--- src/core/spp_params.svh ---
// Offsets, field positions, reset values and timing counts for the serial port
`ifndef SPP_PARAMS_SVH
`define SPP_PARAMS_SVH

// ----------------------------------------
// Register byte offsets
// ----------------------------------------
`define SPP_OFS_CTRL 8'h00
`define SPP_OFS_DIV 8'h04
`define SPP_OFS_STAT 8'h08
`define SPP_OFS_TXBUF 8'h0c
`define SPP_OFS_RXBUF 8'h10
`define SPP_OFS_IE 8'h14
`define SPP_OFS_IFG 8'h18
`define SPP_OFS_IFG_EN 8'h1c

// ----------------------------------------
// Control word fields
// ----------------------------------------
`define SPP_CTL_HOLD 0
`define SPP_CTL_MST 1
`define SPP_CTL_MSB 2
`define SPP_CTL_CPH 3
`define SPP_CTL_CPL 4
`define SPP_CTL_MODE_LO 5
`define SPP_CTL_MODE_HI 6
`define SPP_CTL_STEM 7
`define SPP_CTL_SEVEN 8

// ----------------------------------------
// Pin modes, flag bits, status bits
// ----------------------------------------
`define SPP_MODE_3PIN 2'h0
`define SPP_MODE_4PIN_HI 2'h1
`define SPP_MODE_4PIN_LO 2'h2
`define SPP_IFG_RX 0
`define SPP_IFG_TX 1
`define SPP_STAT_BUSY 0
`define SPP_STAT_TXFULL 1
`define SPP_STAT_OVR 2

// ----------------------------------------
// Reset values, widths and last edge counts
// ----------------------------------------
`define SPP_DIV_W 16
`define SPP_DIV_RST 16'h0004
`define SPP_LAST_EDGE8 4'hf
`define SPP_LAST_EDGE7 4'hd

`endif

--- src/core/spp_pkg.sv ---
// Types shared by the serial port modules
package spp_pkg;

    typedef enum logic {
        SPP_IDLE,
        SPP_XFER
    } spp_phase_t;

    typedef struct packed {
        logic [15:0] cnt;
    } spp_baud_t;

    typedef struct packed {
        logic soft_reset_hold;
        logic master_select_bit;
        logic bit_order_bit;
        logic clock_phase_bit;
        logic clock_polarity_bit;
        logic [1:0] pin_mode_field;
        logic select_line_function;
        logic short_char_bit;
        logic [15:0] div;
        logic [1:0] event_enable_reg;
        logic [1:0] event_flag_reg;
        logic [7:0] tx_data;
        logic tx_full;
        logic [7:0] rx_data;
        logic overrun;
        spp_phase_t phase;
        logic [7:0] sh;
        logic [3:0] ecnt;
        logic sclk;
        logic dout;
        logic sclk_prev;
        logic [31:0] prdata;
    } spp_state_t;

endpackage

--- src/core/spp_baud.sv ---
// Serial clock half-period tick generator
`timescale 1ns/100ps
module spp_baud #(
    parameter int DIV_W = 16
) (
    input wire logic pclk,
    input wire logic presetn,
    input wire logic run,
    input wire logic [DIV_W-1:0] div,
    output logic tick
);

    spp_pkg::spp_baud_t s_ff;
    spp_pkg::spp_baud_t nxt_s;

    // ----------------------------------------
    // Half period is div+1 source cycles
    // ----------------------------------------
    always_comb begin
        nxt_s = s_ff;
        tick = 1'b0;
        if (!run) begin
            nxt_s.cnt = 16'h0000;
        end else if (s_ff.cnt == 16'(div)) begin
            nxt_s.cnt = 16'h0000;
            tick = 1'b1;
        end else begin
            nxt_s.cnt = s_ff.cnt + 16'h0001;
        end
    end

    always_ff @(posedge pclk or negedge presetn) begin
        if (!presetn) begin
            s_ff <= '0;
        end else begin
            s_ff <= nxt_s;
        end
    end

endmodule // spp_baud

--- src/core/spp_shift.sv ---
// Shift step and outgoing bit selection for either bit order
`timescale 1ns/100ps
module spp_shift (
    input wire logic [7:0] data,
    input wire logic din,
    input wire logic msb_first,
    input wire logic seven,
    output logic head,
    output logic [7:0] shifted
);

    // ----------------------------------------
    // Order and character length
    // ----------------------------------------
    always_comb begin
        if (msb_first) begin
            head = seven ? data[6] : data[7];
            shifted = {data[6:0], din};
            if (seven) begin
                shifted[7] = 1'b0;
            end
        end else begin
            head = data[0];
            shifted = {1'b0, data[7:1]};
            if (seven) begin
                shifted[6] = din;
            end else begin
                shifted[7] = din;
            end
        end
    end

endmodule // spp_shift

--- src/core/spp_ctrl.sv ---
// Byte serial port with APB registers, master and slave modes
//
// Local design decisions: the APB register port and the register offsets.
`timescale 1ns/100ps
`include "spp_params.svh"
module spp_ctrl #(
    parameter int DIV_W = `SPP_DIV_W
) (
    input wire logic pclk,
    input wire logic presetn,
    input wire logic psel,
    input wire logic penable,
    input wire logic pwrite,
    input wire logic [7:0] paddr,
    input wire logic [31:0] pwdata,
    output logic [31:0] prdata,
    output logic pready,
    output logic pslverr,
    output logic irq,
    input wire logic sclk_i,
    output logic sclk_o,
    output logic sclk_oe_n,
    input wire logic simo_i,
    output logic simo_o,
    output logic simo_oe_n,
    input wire logic somi_i,
    output logic somi_o,
    output logic somi_oe_n,
    input wire logic slave_enable_line_i,
    output logic slave_enable_line_o,
    output logic slave_enable_line_oe_n
);

    spp_pkg::spp_state_t s_ff;
    spp_pkg::spp_state_t nxt_s;

    logic four_pin;
    logic ste_act;
    logic conflict;
    logic slv_en;
    logic busy;
    logic tick;
    logic run;
    logic din;
    logic head_w;
    logic [7:0] cap_w;
    logic [7:0] w;
    logic edge_ev;
    logic capture;
    logic [3:0] last;
    logic tx_ev;
    logic rx_ev;
    logic [1:0] clr;
    logic [1:0] setf;
    logic wr_acc;
    logic rd_acc;
    logic rd_setup;
    logic mapped;
    logic [31:0] rd_mux;

    // ----------------------------------------
    // Pin mode decode
    // ----------------------------------------
    assign four_pin = s_ff.pin_mode_field != `SPP_MODE_3PIN;
    assign ste_act = (s_ff.pin_mode_field == `SPP_MODE_4PIN_HI) ? slave_enable_line_i
                                                                : ~slave_enable_line_i;
    // Another master owns the bus: stay off the lines
    assign conflict = s_ff.master_select_bit & four_pin & ~s_ff.select_line_function & ste_act;
    assign slv_en = ~four_pin | ste_act;
    assign busy = s_ff.phase == spp_pkg::SPP_XFER;
    assign last = s_ff.short_char_bit ? `SPP_LAST_EDGE7 : `SPP_LAST_EDGE8;
    assign din = s_ff.master_select_bit ? somi_i : simo_i;

    // ----------------------------------------
    // Clock divider and shift step
    // ----------------------------------------
    assign run = s_ff.master_select_bit & busy & ~s_ff.soft_reset_hold;

    spp_baud #(
        .DIV_W(DIV_W)
    ) u_baud (
        .pclk(pclk),
        .presetn(presetn),
        .run(run),
        .div(s_ff.div[DIV_W-1:0]),
        .tick(tick)
    );

    // Idle slave presents the waiting byte so phase 1 has data early
    assign w = (s_ff.phase == spp_pkg::SPP_IDLE) ? (s_ff.tx_full ? s_ff.tx_data : 8'h00) : s_ff.sh;

    spp_shift u_shift (
        .data(w),
        .din(din),
        .msb_first(s_ff.bit_order_bit),
        .seven(s_ff.short_char_bit),
        .head(head_w),
        .shifted(cap_w)
    );

    assign edge_ev = s_ff.master_select_bit ? (tick & ~conflict & busy)
                                            : (slv_en & (sclk_i != s_ff.sclk_prev));
    assign capture = s_ff.ecnt[0] != s_ff.clock_phase_bit;

    // ----------------------------------------
    // APB decode
    // ----------------------------------------
    assign wr_acc = psel & penable & pwrite;
    assign rd_acc = psel & penable & ~pwrite;
    assign rd_setup = psel & ~penable & ~pwrite;

    always_comb begin
        mapped = 1'b1;
        rd_mux = 32'h0000_0000;
        case (paddr)
            `SPP_OFS_CTRL: begin
                rd_mux[`SPP_CTL_HOLD] = s_ff.soft_reset_hold;
                rd_mux[`SPP_CTL_MST] = s_ff.master_select_bit;
                rd_mux[`SPP_CTL_MSB] = s_ff.bit_order_bit;
                rd_mux[`SPP_CTL_CPH] = s_ff.clock_phase_bit;
                rd_mux[`SPP_CTL_CPL] = s_ff.clock_polarity_bit;
                rd_mux[`SPP_CTL_MODE_HI:`SPP_CTL_MODE_LO] = s_ff.pin_mode_field;
                rd_mux[`SPP_CTL_STEM] = s_ff.select_line_function;
                rd_mux[`SPP_CTL_SEVEN] = s_ff.short_char_bit;
            end
            `SPP_OFS_DIV: begin
                rd_mux[15:0] = s_ff.div;
            end
            `SPP_OFS_STAT: begin
                rd_mux[`SPP_STAT_BUSY] = busy;
                rd_mux[`SPP_STAT_TXFULL] = s_ff.tx_full;
                rd_mux[`SPP_STAT_OVR] = s_ff.overrun;
            end
            `SPP_OFS_TXBUF: begin
                rd_mux[7:0] = s_ff.tx_data;
            end
            `SPP_OFS_RXBUF: begin
                rd_mux[7:0] = s_ff.rx_data;
            end
            `SPP_OFS_IE: begin
                rd_mux[1:0] = s_ff.event_enable_reg;
            end
            `SPP_OFS_IFG: begin
                rd_mux[1:0] = s_ff.event_flag_reg;
            end
            `SPP_OFS_IFG_EN: begin
                rd_mux[1:0] = s_ff.event_flag_reg & s_ff.event_enable_reg;
            end
            default: begin
                mapped = 1'b0;
            end
        endcase
    end

    // ----------------------------------------
    // Next state
    // ----------------------------------------
    always_comb begin
        nxt_s = s_ff;
        tx_ev = 1'b0;
        rx_ev = 1'b0;
        clr = 2'h0;
        nxt_s.sclk_prev = sclk_i;
        if (rd_setup) begin
            // Captured in setup so the access phase needs no wait
            nxt_s.prdata = rd_mux;
        end

        // Serial engine
        if (s_ff.soft_reset_hold) begin
            nxt_s.phase = spp_pkg::SPP_IDLE;
            nxt_s.ecnt = 4'h0;
            nxt_s.sclk = s_ff.clock_polarity_bit;
            nxt_s.dout = 1'b0;
        end else if (s_ff.master_select_bit) begin
            case (s_ff.phase)
                spp_pkg::SPP_IDLE: begin
                    nxt_s.sclk = s_ff.clock_polarity_bit;
                    if (s_ff.tx_full && !conflict) begin
                        nxt_s.sh = w;
                        nxt_s.tx_full = 1'b0;
                        tx_ev = 1'b1;
                        nxt_s.ecnt = 4'h0;
                        nxt_s.phase = spp_pkg::SPP_XFER;
                        if (s_ff.clock_phase_bit) begin
                            nxt_s.dout = head_w;
                        end
                    end
                end
                spp_pkg::SPP_XFER: begin
                    if (edge_ev) begin
                        nxt_s.sclk = ~s_ff.sclk;
                    end
                end
                default: begin
                    nxt_s.phase = spp_pkg::SPP_IDLE;
                end
            endcase
        end else begin
            if (!slv_en) begin
                // Deselected mid-byte: drop the partial byte
                nxt_s.phase = spp_pkg::SPP_IDLE;
                nxt_s.ecnt = 4'h0;
            end else if (!edge_ev && s_ff.phase == spp_pkg::SPP_IDLE) begin
                nxt_s.dout = head_w;
            end
            if (edge_ev && s_ff.phase == spp_pkg::SPP_IDLE && s_ff.tx_full) begin
                nxt_s.tx_full = 1'b0;
                tx_ev = 1'b1;
            end
        end

        // Shared bit step on each serial clock edge
        if (!s_ff.soft_reset_hold && edge_ev) begin
            if (capture) begin
                nxt_s.sh = cap_w;
            end else begin
                nxt_s.sh = w;
                nxt_s.dout = head_w;
            end
            if (s_ff.ecnt == last) begin
                nxt_s.rx_data = capture ? cap_w : w;
                rx_ev = 1'b1;
                if (s_ff.event_flag_reg[`SPP_IFG_RX]) begin
                    nxt_s.overrun = 1'b1;
                end
                nxt_s.phase = spp_pkg::SPP_IDLE;
                nxt_s.ecnt = 4'h0;
            end else begin
                nxt_s.phase = spp_pkg::SPP_XFER;
                nxt_s.ecnt = s_ff.ecnt + 4'h1;
            end
        end

        // Register writes land at the access edge
        if (wr_acc) begin
            case (paddr)
                `SPP_OFS_CTRL: begin
                    nxt_s.soft_reset_hold = pwdata[`SPP_CTL_HOLD];
                    nxt_s.master_select_bit = pwdata[`SPP_CTL_MST];
                    nxt_s.bit_order_bit = pwdata[`SPP_CTL_MSB];
                    nxt_s.clock_phase_bit = pwdata[`SPP_CTL_CPH];
                    nxt_s.clock_polarity_bit = pwdata[`SPP_CTL_CPL];
                    nxt_s.pin_mode_field = pwdata[`SPP_CTL_MODE_HI:`SPP_CTL_MODE_LO];
                    nxt_s.select_line_function = pwdata[`SPP_CTL_STEM];
                    nxt_s.short_char_bit = pwdata[`SPP_CTL_SEVEN];
                    // Release with an empty buffer asks for the first byte
                    if (s_ff.soft_reset_hold && !pwdata[`SPP_CTL_HOLD] && !s_ff.tx_full) begin
                        tx_ev = 1'b1;
                    end
                end
                `SPP_OFS_DIV: begin
                    nxt_s.div = pwdata[15:0];
                end
                `SPP_OFS_TXBUF: begin
                    nxt_s.tx_data = pwdata[7:0];
                    nxt_s.tx_full = 1'b1;
                    clr[`SPP_IFG_TX] = 1'b1;
                end
                `SPP_OFS_IE: begin
                    nxt_s.event_enable_reg = pwdata[1:0];
                end
                `SPP_OFS_IFG: begin
                    clr = pwdata[1:0];
                end
                default: begin
                end
            endcase
        end
        if (rd_acc && paddr == `SPP_OFS_RXBUF) begin
            clr[`SPP_IFG_RX] = 1'b1;
            nxt_s.overrun = 1'b0;
        end

        // Set beats a clear landing in the same cycle
        setf = {tx_ev, rx_ev};
        nxt_s.event_flag_reg = (s_ff.event_flag_reg & ~clr) | setf;
    end

    always_ff @(posedge pclk or negedge presetn) begin
        if (!presetn) begin
            s_ff <= '0;
            s_ff.soft_reset_hold <= 1'b1;
            s_ff.div <= `SPP_DIV_RST;
        end else begin
            s_ff <= nxt_s;
        end
    end

    // ----------------------------------------
    // Outputs
    // ----------------------------------------
    assign prdata = s_ff.prdata;
    assign pready = 1'b1;
    assign pslverr = psel & penable & ~mapped;
    assign irq = |(s_ff.event_flag_reg & s_ff.event_enable_reg);

    assign sclk_o = s_ff.sclk;
    assign sclk_oe_n = ~(s_ff.master_select_bit & ~conflict);
    assign simo_o = s_ff.dout;
    assign simo_oe_n = ~(s_ff.master_select_bit & ~conflict);
    assign somi_o = s_ff.dout;
    // Deselected slave releases its data line
    assign somi_oe_n = ~(~s_ff.master_select_bit & slv_en & ~s_ff.soft_reset_hold);
    assign slave_enable_line_o = (s_ff.pin_mode_field == `SPP_MODE_4PIN_HI) ? busy : ~busy;
    assign slave_enable_line_oe_n = ~(s_ff.master_select_bit & four_pin & s_ff.select_line_function);

endmodule // spp_ctrl

--- config.mk ---
export PLATFORM = sky130hd
export DESIGN_NAME = spp_ctrl
export DESIGN_NICKNAME = d
export VERILOG_FILES = /design/src/core/spp_pkg.sv /design/src/core/spp_baud.sv /design/src/core/spp_shift.sv /design/src/core/spp_ctrl.sv
export VERILOG_INCLUDE_DIRS = /design/src /design/src/core
export SDC_FILE = /design/constraint.sdc
export NUM_CORES = 1
export LEC_CHECK = 0
export ABC_AREA = 0
export ABC_CLOCK_PERIOD_IN_PS = 3100
export BUFFER_PORTS_ARGS = -buffer_cell sky130_fd_sc_hd__clkbuf_2
export CORE_UTILIZATION = 57
export DETAILED_ROUTE_END_ITERATION = 16
export PLACE_DENSITY = 0.84
export SLEW_MARGIN = 10
export SYNTH_ARGS = -nofsm -noshare
export SYNTH_HDL_FRONTEND = slang
export SYNTH_SLANG_ARGS = --single-unit
--- constraint.sdc ---
create_clock -name pclk -period 3.1 [get_ports pclk]
set_clock_uncertainty 0.15 [all_clocks]
set_input_delay 0.62 -clock pclk [delete_from_list [all_inputs] [get_ports pclk]]
set_output_delay 0.62 -clock pclk [all_outputs]
set_load 0.02 [all_outputs]
* Yosys cells after proc, flatten, opt, wreduce, memory -nomap -nowiden
Cells that the tools add are included.
Storage, ports and cells: memory bits (read-only) 0, memory bits (writable) 0, bits in latches 0, output and inout port bits 43, memories 0, flip-flop bits (word level) 95, logic and storage cells 184
Operators by class: shift operators 0, equality and inequality tests 18, add/sub/neg operators 2, muxes and demuxes 72, $mul 0, bitwise operators 37, $lt $le $gt $ge 0, reductions and logical operators 32, divide/modulo/power cells 0
Operators with widths (count):
- 1-bit two-way mux | 48
- 8-bit two-way mux | 6
- 8-bit by 5-bit equality test with 1-bit output (second input constant) | 4
- 16-bit two-way mux | 2
- 13-bit two-way mux | 2
- 5-bit case mux with 4 select lines | 1
- 1-bit AND | 18
- 16-bit by 1-bit adder with 16-bit output (second input constant) | 1
- 16-bit equality test | 1
- 8-bit by 4-bit equality test with 1-bit output (second input constant) | 2
- 2-bit case mux with 8 select lines | 1
- 14-bit two-way mux | 1
- 1-bit NOT | 14
- 2-bit nonzero test | 7
- 4-bit two-way mux | 3
- 2-bit AND reduction | 6
- 8-bit by 3-bit equality test with 1-bit output (second input constant) | 1
- 1-bit logical AND | 8
- 8-bit zero test | 1
- 8-bit OR reduction | 1
- 7-bit two-way mux | 1
- 6-bit two-way mux | 1
- 1-bit case mux with 2 select lines | 3
- 3-bit AND reduction | 2
- other kinds (18) | 26

* Longest topological paths before layout
Gate-level depths: netlist (run 1).
depth in word-level cells 17, mapped depth 8

* By module
From an unflattened synthesis (run 1), not the netlist that was laid out.
Unflattened totals: cell total of the unflattened synthesis 515, area total of the unflattened synthesis 5461.5 um2
Modules (own cells, without submodules):
- spp_ctrl | instances 1, cells each 401, area an instance 4329.2 um2
- spp_baud | instances 1, cells each 99, area an instance 983.4 um2
- spp_shift | instances 1, cells each 15, area an instance 148.9 um2

* Worst setup path after synthesis (run 1)
OpenSTA, ideal clock, no wires.
path kind input to register, from input port paddr[1], to register s_ff[68] (netlist name), arrival 2.218 ns, buffers on the path 0, data required time 2.825 ns, cell stages on the path 5, setup time 0.125 ns, slack 0.607 ns, cell sequence or4_4 -> nor2_1 -> nand2_1 -> and4bb_2 -> mux2_2
Between the ends: cells in the longest elaborated chain, start to end 2
Ends and longest elaborated chain:
- from (decl) | line spp_ctrl.sv:14 | input wire logic [7:0] paddr,
- 8-bit by 5-bit equality test with 1-bit output | line spp_ctrl.sv:237 | case (paddr)
- 2-bit AND reduction (no source line)
- to (signal assigned) | line spp_ctrl.sv:286 | s_ff <= nxt_s;
- to (decl) | line spp_ctrl.sv:34 | spp_pkg::spp_state_t s_ff;
No other way between the ends. A chain may end at the register's enable or synchronous reset.

* Final worst setup path (run 1)
from register, netlist name s_ff[85], to register s_ff[54] (netlist name)
Between the ends: cells in the longest elaborated chain, start to end 8
Ends and longest elaborated chain:
- 16-bit equality test | line spp_baud.sv:24 | end else if (s_ff.cnt == 16'(div)) begin
- 1-bit two-way mux | line spp_baud.sv:24
- 1-bit two-way mux | line spp_baud.sv:22 | if (!run) begin
- 1-bit AND (2 in a row) | line spp_ctrl.sv:101 | assign edge_ev = s_ff.master_select_bit ? (tick & ~conflict & busy)
- 1-bit two-way mux | line spp_ctrl.sv:101
- 1-bit logical AND | line spp_ctrl.sv:214 | if (!s_ff.soft_reset_hold && edge_ev) begin
- 2-bit AND reduction (no source line)
No other way between the ends.

==> flow_metrics.env, run 1 <==
export IMPL_postSynthAreaPerCell_um2=10.1
export IMPL_drt_vias_per_instance=6.00
export IMPL_synthDistinctLibCells=59
export IMPL_synth_largest_type_area_fraction=0.432
export IMPL_area_growth_syn_to_layout_pct=6.75
export IMPL_grt_setup_unrepaired="no"
export IMPL_worst_path_dominant_cell_family="simple AND/OR/NAND/NOR gates"
export IMPL_post_layout_utilization_of_the_core=0.626
export IMPL_ys_warnings_count=0
export IMPL_vias=4091
export IMPL_tritoncts="built"
export IMPL_element_type_at_the_critical_path_start="flip-flop"
export IMPL_setup_violations_final=0
export IMPL_nets=617
export IMPL_endpoint_kind="flip-flop"
export IMPL_track_usage=0.254
export IMPL_finish_cell_count_without_fillers=682
export IMPL_yosysSeqAreaShare=0.441
export IMPL_route_detailed_drc=0
export IMPL_crit_buf_inv=0
export IMPL_setup_tns_final_ns=0
export IMPL_final_antenna_net_count=0
export IMPL_crit_path_max_fanout=16
export IMPL_wl_per_cell_um=17.5
export IMPL_grt_pass1_wl_um=19400
export IMPL_share_of_synthesized_registers_carrying_an_async_set_or_reset=1.00
export IMPL_number_of_antenna_violations_at_the_first_check_in_global_routing=0
export IMPL_cts_post_setup_buffers_inserted=0
export IMPL_cts_htree_levels=3
export IMPL_synthCells=534
export IMPL_cp_data_arrival_time_ns=2.81
export IMPL_leakage_power_nw=2.87
export IMPL_floorplan_initialDensity=0.586
export IMPL_fp_dieW_um=99.3
export IMPL_run_status="finished clean"
export IMPL_timing_worst_slew_pin_value_ns=0.922
export IMPL_main_flop_type_after_synthesis="sky130_fd_sc_hd__dfrtp_1"
export IMPL_rrSetupSlack_ns=0.40
export IMPL_timing_worst_setup_path_type="reg -> reg"
export IMPL_postCtsHoldBufs=0
export IMPL_timing_final_crit_period_ns=2.70
export IMPL_cts_max_path_buffers=2
export IMPL_tritoncts_num_buffers=9
export IMPL_fp_coreArea_mm2=0.00920
export IMPL_placedCellCount=666
export IMPL_netlist_area_mm2=0.00539
export IMPL_finalMaxSlewViolations=0
export IMPL_row_count=35
export IMPL_initialDrtViolationCount=388
export IMPL_max_cap_viol=0
export IMPL_gp_routability_congestion=0.900
export IMPL_data_required_time_at_the_worst_endpoint_ns=3.21
export IMPL_slew_limit_headroom=0.385
export IMPL_multi_input_area_mm2=0.00263
export IMPL_clk_pin_slew_ns=0.11
export IMPL_final_area_mm2=0.00576
export IMPL_clock_sinks=95
export IMPL_postSynthRegisterBits=95
export IMPL_pin_count_of_the_biggest_net_entering_global_routing=96
export IMPL_timing_final_hold_violations=0
export IMPL_dp_worst_setup_slack_ns=0.313
export IMPL_ctsResizeCount=0
export IMPL_slowest_delay_ns=0.45
export IMPL_max_clock_freq_mhz=371
export IMPL_grt_remaining_overflow=0
export IMPL_synth_edff_count=0
export IMPL_cell_breakdown_of_the_critical_path="xor2_1, nor4_1, and4_1, a21oi_2, nor2_4, mux2_2"
export IMPL_num_io_pins=92
export IMPL_numPortBuffers=58
export IMPL_p_per_area_mw_per_mm2=511
export IMPL_detailedPlacementHpwl_um=8620
export IMPL_detailedRoute_firstPassIterationCount=5
export IMPL_layout_filler_cells=721
export IMPL_clock_insertion_delay_worst_skew_ns=0.38
export IMPL_antenna_cells=0
export IMPL_synth_top_cell_by_area="sky130_fd_sc_hd__dfrtp_1"
export IMPL_die_height_um=99.3
export IMPL_post_route_cells_drive_above_1_share=0.233
export IMPL_placedInstanceArea_mm2=0.00557
export IMPL_peakVddDrop_v=0.000257
export IMPL_setup_slack_ns=0.405
export IMPL_drt_wl_total_um=11900
export IMPL_largest_cells_by_area_after_synthesis="sky130_fd_sc_hd__dfrtp_1, sky130_fd_sc_hd__mux2i_1, sky130_fd_sc_hd__mux2_2"
export IMPL_register_area_mm2=0.00238
export IMPL_layout_worst_path_cycle_share=0.869
export IMPL_via_count_of_the_first_global_routing_pass=3793
export IMPL_holdCritPathClass="in -> async"
export IMPL_critical_path_slowest_cell="sky130_fd_sc_hd__dfrtp_1"
export IMPL_clk_root_buffer_cell="sky130_fd_sc_hd__clkbuf_8"
export IMPL_die_area_mm2=0.00985
cell usage in the layout (no fill, tap or decap), drive strengths merged, types with 3 or more instances in the layout:
master   Yosys  layout
a31oi        3       3
nor2        36      36
o21a         3       3
and3         5       5
o2bb2ai      3       3
or3          5       5
nor2b        5       5
conb         2      17
and2         8       8
xor2        22      22
a21oi       11      11
mux2i       33      33
xnor2        9       9
nand3       30      30
o21ai       35      35
nor4         6       6
nor3         4       4
clkbuf      15      66
nand2       53      53
clkinv       0       3
buf         44       8
a22oi       12      12
nand4        3       3
dfrtp       93      93
o211ai       5       5
inv         15      17
a221o        3       3
mux2        38      38
where the power goes:
group          switching [mW]  internal, mW  total [mW]
Clock                   0.481         0.307       0.787
Sequential              0.129          1.38        1.51
Combinational           0.377         0.266       0.643
Total                   0.987          1.96        2.94
worst register-to-register path: cells and delay by family (launching register included):
kind	cells	cell delay (ns)
flip-flops	1	0.45
XOR/XNOR	1	0.19
AND/OR/NAND/NOR	3	1.14
multiplexers	1	0.37
AO/OA/AOI/OAI	1	0.27
worst paths after layout:
check | from | end | depth (start not counted)
max in group asynchronous | presetn | sclk_o | 2
worst max-delay path | s_ff[85] | s_ff[54] | 6
worst min-delay path | presetn | s_ff[55] | 2
min in group pclk | sclk_i | s_ff[32] | 1
worst min register to register | prdata[9] | prdata[9] | 2
worst max register to register | s_ff[85] | s_ff[54] | 6
cells in the mapped netlist (all sizes together) (3+ instances only):
master / n
a21oi: 11
clkbuf: 15
xnor2: 9
nor2b: 5
a31oi: 3
o21ai: 35
nand2: 53
or3: 5
mux2i: 33
buf: 44
o21a: 3
xor2: 22
nor3: 4
dfrtp: 93
inv: 15
and2: 8
a22oi: 12
nand3: 30
and3: 5
nor4: 6
nor2: 36
nand4: 3
o211ai: 5
a221o: 3
o2bb2ai: 3
mux2: 38
final cells by class:
class,count,area share
clock inverter,7,0.0115
sequential,95,0.413
tap,111,0.0241
clock buffer,9,0.0215
multi-input combinational,380,0.457
inverter,15,0.00978
timing repair buffer,65,0.0622
metrics by stage:
| stage | hold slack, ns | power, mW |
|---|---|---|
| floorplan | 0.174 | 1.98 |
| global placement | 0.301 | 2.14 |
| detailed placement | 0.310 | 2.16 |
| CTS | 0.150 | 2.94 |
| global route | 0.164 | 3.09 |
| finish | 0.0995 | 2.94 |
per-layer routing:
layer,share of wire,up-vias,global-route usage
met1,0.44,1993,0.356
met3,0.062,22,0.0323
met5,0,-,0
met2,0.48,179,0.412
li1,-,1897,-
met4,0.018,0,0.0848
registers in the layout, indices dropped and copies added (netlist names):
signal / flops
s_ff: 60
prdata: 16
u_baud.s_ff: 16
busy: 1
sclk_o: 1
simo_o: 1
kinds of logic after synthesis:
| family | count (synthesis) | synth area share |
|---|---|---|
| buffers and inverters | 74 | 0.0808 |
| DFF | 95 | 0.441 |
| other | 2 | 0.00139 |
| AOI/OAI and AO/OA | 93 | 0.115 |
| muxes | 71 | 0.148 |
| adders and majority gates | 2 | 0.00464 |
| xor gates and xnor gates | 31 | 0.0504 |
| and+or+nand+nor | 166 | 0.159 |
(Power assumes the default switching activity.)
==> run 2: changes to the inputs <==
PLACE_DENSITY = 0.92   (was 0.84)
==> flow_metrics.env, run 2 (same netlist as run 1, synthesis figures left out) <==
export IMPL_postCtsHoldBufs=0
export IMPL_number_of_antenna_violations_at_the_first_check_in_global_routing=0
export IMPL_gr_usage_met1=0.365
export IMPL_timing_final_crit_period_ns=2.69
export IMPL_finalMaxSlewViolations=0
export IMPL_clk_pin_slew_ns=0.10
export IMPL_power_frac_seq=0.521
export IMPL_crit_path_max_fanout=16
export IMPL_leakage_power_nw=2.86
export IMPL_post_layout_utilization_of_the_core=0.624
export IMPL_endpoint_kind="flip-flop"
export IMPL_clock_sinks=95
export IMPL_initialDrtViolationCount=406
export IMPL_ctsResizeCount=0
export IMPL_run_status="finished clean"
export IMPL_rrSetupSlack_ns=0.41
export IMPL_clk_root_buffer_cell="sky130_fd_sc_hd__clkbuf_8"
export IMPL_track_usage=0.266
export IMPL_grt_remaining_overflow=0
export IMPL_cts_htree_levels=3
export IMPL_final_antenna_net_count=0
export IMPL_element_type_at_the_critical_path_start="flip-flop"
export IMPL_timing_worst_slew_pin_value_ns=0.948
export IMPL_holdWs_ns=0.0805
export IMPL_detailedPlacementHpwl_um=9090
export IMPL_cp_data_arrival_time_ns=2.78
export IMPL_num_io_pins=92
export IMPL_use_met3=0.0422
export IMPL_flip_flop_count_of_the_largest_register_all_copies_and_words_added=60
export IMPL_tritoncts_num_buffers=9
export IMPL_worst_r2r_endpoint="s_ff[54]"
export IMPL_placedInstanceArea_mm2=0.00557
export IMPL_fp_dieW_um=99.3
export IMPL_finish_cell_count_without_fillers=682
export IMPL_peakVddDrop_v=0.000278
export IMPL_cellInternalPower_mw=1.94
export IMPL_fp_coreArea_mm2=0.00920
export IMPL_combPwrFrac=0.226
export IMPL_layout_worst_path_cycle_share=0.866
export IMPL_switching_power_mw=0.961
export IMPL_row_count=35
export IMPL_setup_slack_ns=0.415
export IMPL_post_route_cells_drive_above_1_share=0.231
export IMPL_power_mw=2.90
export IMPL_numPortBuffers=58
export IMPL_vias=4283
export IMPL_gp_routability_congestion=0.896
export IMPL_data_required_time_at_the_worst_endpoint_ns=3.19
export IMPL_pin_count_of_the_biggest_net_entering_global_routing=58
export IMPL_holdCritPathClass="in -> async"
export IMPL_dp_worst_setup_slack_ns=0.343
export IMPL_setup_tns_final_ns=0
export IMPL_detailedRoute_firstPassIterationCount=5
export IMPL_floorplan_initialDensity=0.586
export IMPL_die_height_um=99.3
export IMPL_cts_post_setup_buffers_inserted=0
export IMPL_final_area_mm2=0.00574
export IMPL_drt_vias_per_instance=6.28
export IMPL_p_per_area_mw_per_mm2=506
export IMPL_global_route_usage_met2=0.420
export IMPL_via_count_of_the_first_global_routing_pass=4163
export IMPL_placedCellCount=666
export IMPL_cell_breakdown_of_the_critical_path="xor2_1, nor4_1, and4_1, a21oi_2, nor2_4, mux2_2"
export IMPL_route_detailed_drc=0
export IMPL_timing_worst_setup_path_type="reg -> reg"
export IMPL_r2r_worst_path_cells=6
export IMPL_mostFrequentLayoutCells="sky130_fd_sc_hd__dfrtp_1, sky130_fd_sc_hd__clkbuf_2, sky130_fd_sc_hd__nand2_1"
export IMPL_die_area_mm2=0.00985
export IMPL_max_clock_freq_mhz=372
export IMPL_timing_final_hold_violations=0
export IMPL_drt_wl_total_um=12500
export IMPL_grt_pass1_wl_um=20600
export IMPL_critical_path_slowest_cell="sky130_fd_sc_hd__dfrtp_1"
export IMPL_swShare=0.331
export IMPL_crit_buf_inv=0
export IMPL_max_cap_viol=0
export IMPL_timing_rr_start="u_baud.s_ff[8]"
export IMPL_grt_busiest_layer="met2"
export IMPL_worst_path_dominant_cell_family="simple AND/OR/NAND/NOR gates"
export IMPL_final_common_cell="sky130_fd_sc_hd__dfrtp_1"
export IMPL_antenna_cells=0
export IMPL_area_growth_syn_to_layout_pct=6.43
export IMPL_power_frac_clock=0.253
export IMPL_wl_per_cell_um=18.3
export IMPL_nets=617
export IMPL_clock_insertion_delay_worst_skew_ns=0.36
export IMPL_largest_register="s_ff"
export IMPL_grt_setup_unrepaired="no"
export IMPL_setup_violations_final=0
export IMPL_slew_limit_headroom=0.368
export IMPL_slowest_delay_ns=0.44
export IMPL_cts_max_path_buffers=2
export IMPL_tritoncts="built"
run 2: changes by cell type in the layout (fill, tap and decap cells not counted):
cell,previous run,this run
sky130_fd_sc_hd__clkbuf_1,0,1
sky130_fd_sc_hd__clkinv_2,0,1
sky130_fd_sc_hd__clkinv_4,2,1
sky130_fd_sc_hd__clkinv_8,1,0
sky130_fd_sc_hd__clkinvlp_4,2,3
sky130_fd_sc_hd__inv_6,2,1
run 2: layout make-up:
class,instances,area [µm²]
Sequential cell,95,2380
Inverter,15,56.3
Tap cell,111,139
Fill cell,687,3460
Multi-Input combinational cell,380,2630
Clock inverter,6,45.0
Timing Repair Buffer,65,358
Clock buffer,10,128
run 2: power groups by stage:
| stage | clock network [mW] | logic, mW | registers, mW |
|---|---|---|---|
| CTS | 0.746 | 0.648 | 1.51 |
| global placement | 0 | 0.610 | 1.52 |
| finish | 0.734 | 0.656 | 1.51 |
| floorplan | 0 | 0.486 | 1.49 |
| global route | 0.797 | 0.727 | 1.53 |
| detailed placement | 0 | 0.643 | 1.53 |
run 2: worst max path at each step:
stage,from,slack [ns],end,cells past startpoint
2_1_floorplan,paddr[1],0.61,s_ff[68],5
3_3_place_gp,paddr[1],0.40,s_ff[69],6
3_5_place_dp,paddr[1],0.34,s_ff[68],6
4_1_cts,u_baud.s_ff[8],0.44,s_ff[54],6
5_1_grt,u_baud.s_ff[8],0.25,s_ff[52],6
6_report,u_baud.s_ff[8],0.41,s_ff[54],6
run 2: metal layers:
metal	vias to the layer above	wire length (µm)
met3	42	891
li1	1895	-
met1	2102	5220
met4	0	439
met2	244	5940
met5	-	0
